File: src/inc/flt_pkg.sv
// Summary of operation
// enable low: shutdown, everything off, output disconnected from supply
// enable high: start pump, sinks on only after output reaches regulation
// enabled with select low: torch level from torch_current_resistor
// enabled with select high: flash level from flash_current_resistor
// select high beyond one second: timeout, all sinks off
// during timeout pump keeps output up while sinks stay off
// timeout cleared only by enable low; next enable high resumes
// timeout protection inactive while transmit interrupt is high
// transmit interrupt high in flash drops to torch level, restores after
// sink-disable low: four sinks active; high: fourth_current_sink off
// host applies supply_input_voltage before raising enable
// disabled fourth sink pin tied to pump_output_voltage by board
// thermal shutdown at hot indication, resume once below cool threshold
// gain steps only upward, 125 ms per step torch, 2 ms flash
// gain held while enabled, back to minimum after shutdown; the code also resets it in thermal shutdown with enable high
// timeout timer cleared unless flash current is really being driven
`default_nettype none
package flt_pkg;

  // timing
  localparam int unsigned CLK_HZ         = 200_000_000;
  localparam int unsigned TIMEOUT_S      = 1;
  localparam int unsigned TORCH_STEP_MS  = 125;
  localparam int unsigned FLASH_STEP_MS  = 2;
  localparam logic [31:0] TIMEOUT_CYC    = 32'(TIMEOUT_S * CLK_HZ);
  localparam logic [31:0] TORCH_STEP_CYC = 32'(TORCH_STEP_MS * (CLK_HZ / 1000));
  localparam logic [31:0] FLASH_STEP_CYC = 32'(FLASH_STEP_MS * (CLK_HZ / 1000));
  localparam logic [31:0] CNT_RST        = 32'h0000_0000;

  // sink patterns
  localparam logic [3:0]  SINKS_ALL      = 4'hF;
  localparam logic [3:0]  SINKS_THREE    = 4'h7;
  localparam logic [3:0]  SINKS_NONE     = 4'h0;

  typedef enum logic [1:0]
  {
    GAIN_1X   = 2'b00,
    GAIN_1P5X = 2'b01,
    GAIN_2X   = 2'b10
  } flt_gain_t;

  typedef enum logic [1:0]
  {
    ST_OFF   = 2'b00,
    ST_START = 2'b01,
    ST_RUN   = 2'b10,
    ST_HOT   = 2'b11
  } flt_state_t;

  typedef struct packed
  {
    logic enable;
    logic torch_flash;
    logic tx_hold;
    logic sink4_off;
  } flt_pins_t;

  typedef struct packed
  {
    logic pump_output_voltage_in_reg;
    logic temp_hot;
    logic temp_cool;
    logic gain_need_up;
  } flt_sense_t;

  typedef struct packed
  {
    logic       core_on;
    logic       pump_en;
    logic       output_to_supply;
    logic       flash_level;
    logic [3:0] led_current_sinks;
  } flt_drive_t;

  localparam flt_pins_t  PINS_RST  = flt_pins_t'(4'h0);
  localparam flt_sense_t SENSE_RST = flt_sense_t'(4'h0);
  localparam flt_drive_t DRIVE_OFF = flt_drive_t'(8'h00);
  localparam flt_gain_t  GAIN_RST  = GAIN_1X;
  localparam flt_state_t STATE_RST = ST_OFF;

endpackage
`default_nettype wire

File: src/logic/flt_gain_step.sv
`timescale 1ns/1ps
`default_nettype none
module flt_gain_step
#(
  parameter logic [31:0] TORCH_STEP_CYC = flt_pkg::TORCH_STEP_CYC,
  parameter logic [31:0] FLASH_STEP_CYC = flt_pkg::FLASH_STEP_CYC
)
(
  // clock and reset
  input  wire logic              i_sys_clk,
  input  wire logic              i_rst_n,
  // control
  input  wire logic              i_active,
  input  wire logic              i_flash,
  input  wire logic              i_need_up,
  // gain
  output var  flt_pkg::flt_gain_t o_gain
);
  import flt_pkg::*;

  logic [31:0] step_cnt;
  logic [31:0] next_step_cnt;
  flt_gain_t   next_gain;
  logic [31:0] step_lim;

  ////////////////////////////////////////////////////////////////////////////
  always_comb
  begin
    step_lim      = i_flash ? FLASH_STEP_CYC : TORCH_STEP_CYC;
    next_step_cnt = CNT_RST;
    next_gain     = o_gain;
    if (!i_active)
    begin
      next_gain = GAIN_1X;
    end
    else if (i_need_up && (o_gain != GAIN_2X))
    begin
      if (step_cnt >= step_lim - 32'h1)
      begin
        next_gain = (o_gain == GAIN_1X) ? GAIN_1P5X : GAIN_2X;
      end
      else
      begin
        next_step_cnt = step_cnt + 32'h1;
      end
    end
  end

  always_ff @(posedge i_sys_clk)
  begin
    if (!i_rst_n)
    begin
      step_cnt <= CNT_RST;
      o_gain   <= GAIN_RST;
    end
    else
    begin
      step_cnt <= next_step_cnt;
      o_gain   <= next_gain;
    end
  end

  ////////////////////////////////////////////////////////////////////////////
  gain_upward_a : assert property (@(posedge i_sys_clk) disable iff (!i_rst_n)
    i_active |=> (o_gain >= $past(o_gain)))
    else $error("gain stepped downward while enabled");

  gain_reset_a : assert property (@(posedge i_sys_clk) disable iff (!i_rst_n)
    !i_active |=> (o_gain == GAIN_1X))
    else $error("gain not back to minimum after shutdown");

  gain_wait_a : assert property (@(posedge i_sys_clk) disable iff (!i_rst_n)
    (i_active && $past(i_active) && (o_gain != $past(o_gain)))
    |-> ($past(step_cnt) >= $past(step_lim) - 32'h1))
    else $error("gain stepped before its step time");

endmodule
`default_nettype wire

File: src/logic/flt_mode_ctrl.sv
`timescale 1ns/1ps
`default_nettype none
module flt_mode_ctrl
#(
  parameter logic [31:0] TIMEOUT_CYC    = flt_pkg::TIMEOUT_CYC,
  parameter logic [31:0] TORCH_STEP_CYC = flt_pkg::TORCH_STEP_CYC,
  parameter logic [31:0] FLASH_STEP_CYC = flt_pkg::FLASH_STEP_CYC
)
(
  // clock and reset
  input  wire logic                i_sys_clk,
  input  wire logic                i_rst_n,
  // logic control pins, asynchronous
  input  wire flt_pkg::flt_pins_t  i_pins,
  // analog indications, asynchronous
  input  wire flt_pkg::flt_sense_t i_sense,
  // power stage control
  output var  flt_pkg::flt_drive_t o_drive,
  output var  flt_pkg::flt_gain_t  o_gain,
  // status
  output var  logic                o_timeout,
  output var  logic                o_thermal_sd
);
  import flt_pkg::*;

  ////////////////////////////////////////////////////////////////////////////
  // input synchronisers

  flt_pins_t  pin_s1;
  flt_pins_t  pin_s2;
  flt_sense_t sense_s1;
  flt_sense_t sense_s2;
  flt_pins_t  next_pin_s1;
  flt_pins_t  next_pin_s2;
  flt_sense_t next_sense_s1;
  flt_sense_t next_sense_s2;

  always_comb
  begin
    next_pin_s1   = i_pins;
    next_pin_s2   = pin_s1;
    next_sense_s1 = i_sense;
    next_sense_s2 = sense_s1;
  end

  always_ff @(posedge i_sys_clk)
  begin
    if (!i_rst_n)
    begin
      pin_s1   <= PINS_RST;
      pin_s2   <= PINS_RST;
      sense_s1 <= SENSE_RST;
      sense_s2 <= SENSE_RST;
    end
    else
    begin
      pin_s1   <= next_pin_s1;
      pin_s2   <= next_pin_s2;
      sense_s1 <= next_sense_s1;
      sense_s2 <= next_sense_s2;
    end
  end

  ////////////////////////////////////////////////////////////////////////////
  // thermal shutdown with hysteresis

  logic next_thermal_sd;

  always_comb
  begin
    next_thermal_sd = o_thermal_sd;
    if (sense_s2.temp_hot)
    begin
      next_thermal_sd = 1'b1;
    end
    else if (sense_s2.temp_cool)
    begin
      next_thermal_sd = 1'b0;
    end
  end

  always_ff @(posedge i_sys_clk)
  begin
    if (!i_rst_n)
    begin
      o_thermal_sd <= 1'b0;
    end
    else
    begin
      o_thermal_sd <= next_thermal_sd;
    end
  end

  ////////////////////////////////////////////////////////////////////////////
  // start-up sequencer

  flt_state_t state;
  flt_state_t next_state;

  always_comb
  begin
    next_state = state;
    case (state)
      ST_OFF:
      begin
        if (pin_s2.enable)
        begin
          next_state = ST_START;
        end
      end
      ST_START:
      begin
        if (!pin_s2.enable)
        begin
          next_state = ST_OFF;
        end
        else if (o_thermal_sd)
        begin
          next_state = ST_HOT;
        end
        else if (sense_s2.pump_output_voltage_in_reg)
        begin
          next_state = ST_RUN;
        end
      end
      ST_RUN:
      begin
        if (!pin_s2.enable)
        begin
          next_state = ST_OFF;
        end
        else if (o_thermal_sd)
        begin
          next_state = ST_HOT;
        end
      end
      ST_HOT:
      begin
        if (!pin_s2.enable)
        begin
          next_state = ST_OFF;
        end
        else if (!o_thermal_sd)
        begin
          next_state = ST_START;
        end
      end
      default:
      begin
        next_state = ST_OFF;
      end
    endcase
  end

  always_ff @(posedge i_sys_clk)
  begin
    if (!i_rst_n)
    begin
      state <= STATE_RST;
    end
    else
    begin
      state <= next_state;
    end
  end

  ////////////////////////////////////////////////////////////////////////////
  // flash timeout

  logic [31:0] tmr;
  logic [31:0] next_tmr;
  logic        next_timeout;
  logic        flash_active;

  always_comb
  begin
    // counts only while flash current really flows
    flash_active = (state == ST_RUN) && pin_s2.torch_flash
                   && !pin_s2.tx_hold && !o_timeout;
    next_tmr     = CNT_RST;
    next_timeout = o_timeout;
    if (flash_active)
    begin
      next_tmr = tmr + 32'h1;
    end
    if (flash_active && (tmr == TIMEOUT_CYC - 32'h1))
    begin
      next_timeout = 1'b1;
      next_tmr     = CNT_RST;
    end
    else if (!pin_s2.enable)
    begin
      next_timeout = 1'b0;
    end
  end

  always_ff @(posedge i_sys_clk)
  begin
    if (!i_rst_n)
    begin
      tmr       <= CNT_RST;
      o_timeout <= 1'b0;
    end
    else
    begin
      tmr       <= next_tmr;
      o_timeout <= next_timeout;
    end
  end

  ////////////////////////////////////////////////////////////////////////////
  // power stage and sink drive

  flt_drive_t next_drive;
  logic       pump_on;

  always_comb
  begin
    pump_on    = (state == ST_START) || (state == ST_RUN);
    next_drive = DRIVE_OFF;
    next_drive.core_on          = (state != ST_OFF);
    next_drive.pump_en          = pump_on;
    next_drive.output_to_supply = pump_on;
    if ((state == ST_RUN) && !o_timeout)
    begin
      next_drive.led_current_sinks = pin_s2.sink4_off ? SINKS_THREE : SINKS_ALL;
      next_drive.flash_level       = pin_s2.torch_flash && !pin_s2.tx_hold;
    end
  end

  always_ff @(posedge i_sys_clk)
  begin
    if (!i_rst_n)
    begin
      o_drive <= DRIVE_OFF;
    end
    else
    begin
      o_drive <= next_drive;
    end
  end

  ////////////////////////////////////////////////////////////////////////////
  // charge-pump gain

  flt_gain_step
  #(
    .TORCH_STEP_CYC (TORCH_STEP_CYC),
    .FLASH_STEP_CYC (FLASH_STEP_CYC)
  )
  u_gain
  (
    .i_sys_clk (i_sys_clk),
    .i_rst_n   (i_rst_n),
    .i_active  (pump_on),
    .i_flash   (next_drive.flash_level),
    .i_need_up (sense_s2.gain_need_up),
    .o_gain    (o_gain)
  );

  ////////////////////////////////////////////////////////////////////////////
  // checks

  shutdown_all_off_a : assert property (@(posedge i_sys_clk) disable iff (!i_rst_n)
    !pin_s2.enable |=> ##1 (o_drive == DRIVE_OFF))
    else $error("output stage not off after enable low");

  sinks_wait_reg_a : assert property (@(posedge i_sys_clk) disable iff (!i_rst_n)
    ((state == ST_START) && !sense_s2.pump_output_voltage_in_reg) |=> (state != ST_RUN))
    else $error("sinks enabled before output regulation");

  torch_level_a : assert property (@(posedge i_sys_clk) disable iff (!i_rst_n)
    !pin_s2.torch_flash |=> !o_drive.flash_level)
    else $error("flash level with select low");

  flash_level_a : assert property (@(posedge i_sys_clk) disable iff (!i_rst_n)
    ((state == ST_RUN) && !o_timeout && pin_s2.torch_flash && !pin_s2.tx_hold)
    |=> (o_drive.flash_level && (o_drive.led_current_sinks != SINKS_NONE)))
    else $error("flash level missing in flash mode");

  tx_torch_a : assert property (@(posedge i_sys_clk) disable iff (!i_rst_n)
    pin_s2.tx_hold |=> !o_drive.flash_level)
    else $error("flash level during transmit interrupt");

  timeout_fire_a : assert property (@(posedge i_sys_clk) disable iff (!i_rst_n)
    (flash_active && (tmr == TIMEOUT_CYC - 32'h1)) |=> o_timeout ##1 (o_drive.led_current_sinks == SINKS_NONE))
    else $error("timeout not raised at its count");

  timeout_pump_on_a : assert property (@(posedge i_sys_clk) disable iff (!i_rst_n)
    (o_timeout && (state == ST_RUN)) |=> (o_drive.pump_en && (o_drive.led_current_sinks == SINKS_NONE)))
    else $error("timeout drops output or leaves sinks on");

  timeout_hold_a : assert property (@(posedge i_sys_clk) disable iff (!i_rst_n)
    (o_timeout && pin_s2.enable) |=> o_timeout)
    else $error("timeout cleared without enable low");

  timeout_clear_a : assert property (@(posedge i_sys_clk) disable iff (!i_rst_n)
    (!pin_s2.enable && !$past(pin_s2.enable)) |=> !o_timeout)
    else $error("timeout not cleared by enable low");

  timer_idle_a : assert property (@(posedge i_sys_clk) disable iff (!i_rst_n)
    (!pin_s2.torch_flash || pin_s2.tx_hold) |=> (tmr == CNT_RST))
    else $error("timeout timer running outside flash current");

  sink4_off_a : assert property (@(posedge i_sys_clk) disable iff (!i_rst_n)
    ((state == ST_RUN) && !o_timeout && pin_s2.sink4_off) |=> (o_drive.led_current_sinks == SINKS_THREE))
    else $error("fourth sink not disabled");

  thermal_hyst_a : assert property (@(posedge i_sys_clk) disable iff (!i_rst_n)
    (o_thermal_sd && !sense_s2.temp_cool) |=> o_thermal_sd ##1 (state != ST_RUN))
    else $error("thermal shutdown released above cool threshold");

endmodule
`default_nettype wire

File: config.mk
export PLATFORM = sky130hd
export DESIGN_NAME = flt_mode_ctrl
export DESIGN_NICKNAME = d
export VERILOG_FILES = /design/src/inc/flt_pkg.sv /design/src/logic/flt_gain_step.sv /design/src/logic/flt_mode_ctrl.sv
export SDC_FILE = /design/constraint.sdc
export NUM_CORES = 1
export LEC_CHECK = 0
export BUFFER_PORTS_ARGS = -buffer_cell sky130_fd_sc_hd__buf_2
export CAP_MARGIN = 20
export CORE_MARGIN = 4
export CORE_UTILIZATION = 44
export CTS_CLUSTER_DIAMETER = 200
export DETAILED_ROUTE_END_ITERATION = 7
export GPL_TIMING_DRIVEN = 0
export PLACE_DENSITY = 0.63
export SETUP_SLACK_MARGIN = 0.15
export SYNTH_ARGS = -nofsm -noshare
export SYNTH_HDL_FRONTEND = slang
export SYNTH_SLANG_ARGS = --single-unit
File: constraint.sdc
create_clock -name i_sys_clk -period 3.5 [get_ports i_sys_clk]
set_input_delay 0.35 -clock i_sys_clk [delete_from_list [all_inputs] [get_ports i_sys_clk]]
set_output_delay 0.35 -clock i_sys_clk [all_outputs]
set_load 0.05 [all_outputs]
==> metrics.md <==
| Metric | Value |
|---|---|
| Outcome | finished, final reports clean |
| Fmax | 328 MHz |
| CP cell instances | inv_1 > ha_1 > and4bb_1 > buf_4 > ha_1 > and4b_1 > o2111ai_1 > or4b_4 > a21boi_2 > mux2_1 |
| Routed Antenna Nets | 0 |
| RSZ-0062 raised after global routing | false |
| Least-Margin Pin Slew | 0.711 ns |
| Fin crit period | between 3 and 4 ns |
| Post-layout nets | around 470 |
| Power density cells | 423 mW/mm^2 |
| DP HPWL | 4790 um |
| P&R area growth vs syn | 12.3% |
| Clock Pin Slew Worst Setup and Hold Paths | 0.09 ns |
| Total die area | 0.0103 sq mm |
| Setup Viol. Count Final | 0 |
| PortBufs | 21 |
| Worst setup SP type | register |
| Hold WS | 0.188 ns |
| Final Max Slew Viols | 0 |
| Cell count after synthesis | 409 |
| Top delay family on crit path | simple AND/OR/NAND/NOR gates |
| Peak supply drop | 0.000192 V |
| Most used cell, CP | ha_1 |
| Post-CTS setup buffer count | 0 |
| Clk_skew | approximately 0.0093 ns |
| Most common cell after layout, fill and taps aside | dfxtp_1 |
| Clk_lat worst skew | approximately 0.36 ns |
| Crit path buf inv count | 2 |
| Synth cell types | 49 |
| Final Util | 51.7% |
| Slew HR | 52.2% |
| Leak | approximately 1.6 nW |
| IO Count | 22 |
| Die H | 102 um |
| Clk buf depth | 2 |
| Antenna diodes | 0 |
| Overall Power | 1.83 mW |
| Tcrit/Tclk final | 87.2% |
| Number of core rows | 33 |
| Via/cell ratio | 4.86 |
| CTS tree | done |
| Initial cell density of the core | 46.0% |
| Post-Synthesis Cell Area | just under 0.004 sq mm |
| Post-route design area | 0.00433 sq mm |
| Cts bufs inserted | 9 |
| Tot GR Track Use | 14.3% |
| Worst min-delay path class | in2reg |
| DRC viols | 0 |
| Grt ovf | 0 |
| Post-Syn Area per Cell | 9.43 sq um |
| WP data arrival | around 3.3 ns |
| Maxcap violations | 0 |
| Final hold viol count | 0 |
| Crit. End Element | register |
| Setup_tns | 0 ns |
| Final GP Congestion | slightly below 0.8 |
| Die width | 102 um |
| Yosys reg bits | between 90 and 100 |
| Max FO, Critical Path | 10 |
| Slowest library cell on the worst path | or4b_4 |
| First-pass GRT wire length | 11900 um |
| Worst setup path class | reg2reg |
| H-tree level count | 3 |
| Core ar. | 0.00838 sq mm |
| Data required, critical path | 3.75 ns |
| Clock root buffer | clkbuf_8 |
| DRT iter0 DRCs | 57 |
| Detailed Routing Iterations Pass 1 | 4 |
| Yosys warnings | 0 |
| Max incr delay on CP | 0.61 ns |
| Routed WL per cell | ~12 um |
| Initial antenna violation count | 0 |
| WL final | about 6600 um |
| Via count | 2704 |
| Most frequent cells in the layout | 91 x dfxtp_1, 71 x nor2_1, 31 x xor2_1, 23 x xnor2_1, 22 x nand2_1 |
| Largest net degree at the start of global routing | 17 |
| Cell Area, Placed | around 0.0041 sq mm |
| Vias in the first global route | 2638 |
| Share of layout cells above drive strength 1 | a little under an eighth |
| Sequential-to-total area share from yosys stat | 47.2% |
| Clock sink total | 91 |
## registers in the layout, indices dropped and copies added, names as in the netlist, 4 cells and up
signal / cells
tmr: 32
next_sense_s2: 4
pin_s2: 4
u_gain.step_cnt: 32
sense_s2: 4
next_pin_s2: 4
o_drive: 5
## where the power goes
group,internal [mW],total [mW],switching (mW)
Clock,0.338,0.717,0.379
Combinational,0.0241,0.0578,0.0337
Sequential,1.05,1.06,0.00777
## Yosys cell counts, drive strengths merged
cell type / number / area, sq um
dfxtp: 91 / 1820
nor2: 71 / 267
xor2: 31 / 272
xnor2: 23 / 201
nand2: 22 / 82.6
nand3: 19 / 95.1
and2: 18 / 113
nand4: 17 / 121
ha: 16 / 200
and3: 13 / 81.3
inv: 13 / 48.8
nor3: 9 / 50.1
nor4: 8 / 56.3
buf: 7 / 60.1
clkbuf: 7 / 26.3
nor2b: 6 / 37.5
o21ai: 4 / 20.0
a21boi: 3 / 26.3
and4: 3 / 26.3
nor3b: 3 / 27.5
a211o: 2 / 17.5
a21oi: 2 / 10.0
or3: 2 / 12.5
or4: 2 / 18.8
a2111oi: 1 / 15.0
a211oi: 1 / 7.51
a22o: 1 / 8.76
a311oi: 1 / 8.76
a41o: 1 / 10.0
and4b: 1 / 10.0
and4bb: 1 / 12.5
conb: 1 / 3.75
mux2: 1 / 11.3
mux2i: 1 / 10.0
nand3b: 1 / 7.51
nor4b: 1 / 8.76
nor4bb: 1 / 10.0
o2111ai: 1 / 8.76
o211a: 1 / 10.0
o21a: 1 / 7.51
or4b: 1 / 13.8
## logic make-up after synthesis
group                    synth area share (%)
AO/OA/AOI/OAI                            3.89
XOR/XNOR                                 12.3
adder cells (fa/ha/maj)                  5.19
buffers and inverters                    3.50
flip-flops                               47.2
multiplexers                            0.552
other                                  0.0972
AND/OR/NAND/NOR                          27.3
## what timing repair did
item / in CTS / in global routing
pin swaps: 0 / 0
hold buffers: 0 / 0
hold endpoints to repair: 0 / 0
resized for setup: 1 / 2
setup endpoints to repair: 21 / 21
## worst paths after layout
path | start | to | depth (start not counted) | slack [ns]
worst min-delay path | i_sense[1] | next_sense_s2[1] | 2 | 0.19
worst max register to register | state[0] | u_gain.o_gain[0] | 10 | 0.45
worst min register to register | pin_s2[0] | o_drive[3] | 1 | 0.40
worst max-delay path | state[0] | u_gain.o_gain[0] | 10 | 0.45
## worst register-to-register path: cells and delay by family (launching register included)
family	cells	cell delay, ns
flip-flops	1	0.39
AO/OA/AOI/OAI	2	0.34
multiplexers	1	0.34
buffers and inverters	2	0.27
AND/OR/NAND/NOR	3	1.04
adder cells (fa/ha/maj)	2	0.56
## per-stage QoR
stage	instances	worst slack (ns)
6_report	556	0.449
5_1_grt	556	0.279
4_1_cts	556	0.162
3_5_place_dp	540	-0.0389
3_3_place_gp	540	-0.0138
2_1_floorplan	414	0.654
## final cells by class
cell class                      instances  area (sq um)
Inverter                               13          48.8
Buffer                                 14          86.3
Timing Repair Buffer                   21           105
Clock inverter                          6          71.3
Sequential cell                        91          1820
Clock buffer                           10           128
Tap cell                              105           131
Fill cell                             791          4050
Multi-Input combinational cell        296          1940
## per-layer routing
| layer | vias up | global-route usage (%) | share of wire (%) |
|---|---|---|---|
| li1 | 1447 | - | - |
| met1 | 1219 | 18.6 | 52 |
| met2 | 29 | 23.0 | 44 |
| met3 | 9 | 3.86 | 3.3 |
| met4 | 0 | 4.60 | 1.1 |
| met5 | - | 0 | 0 |
Power figures use the tool's default switching activity.
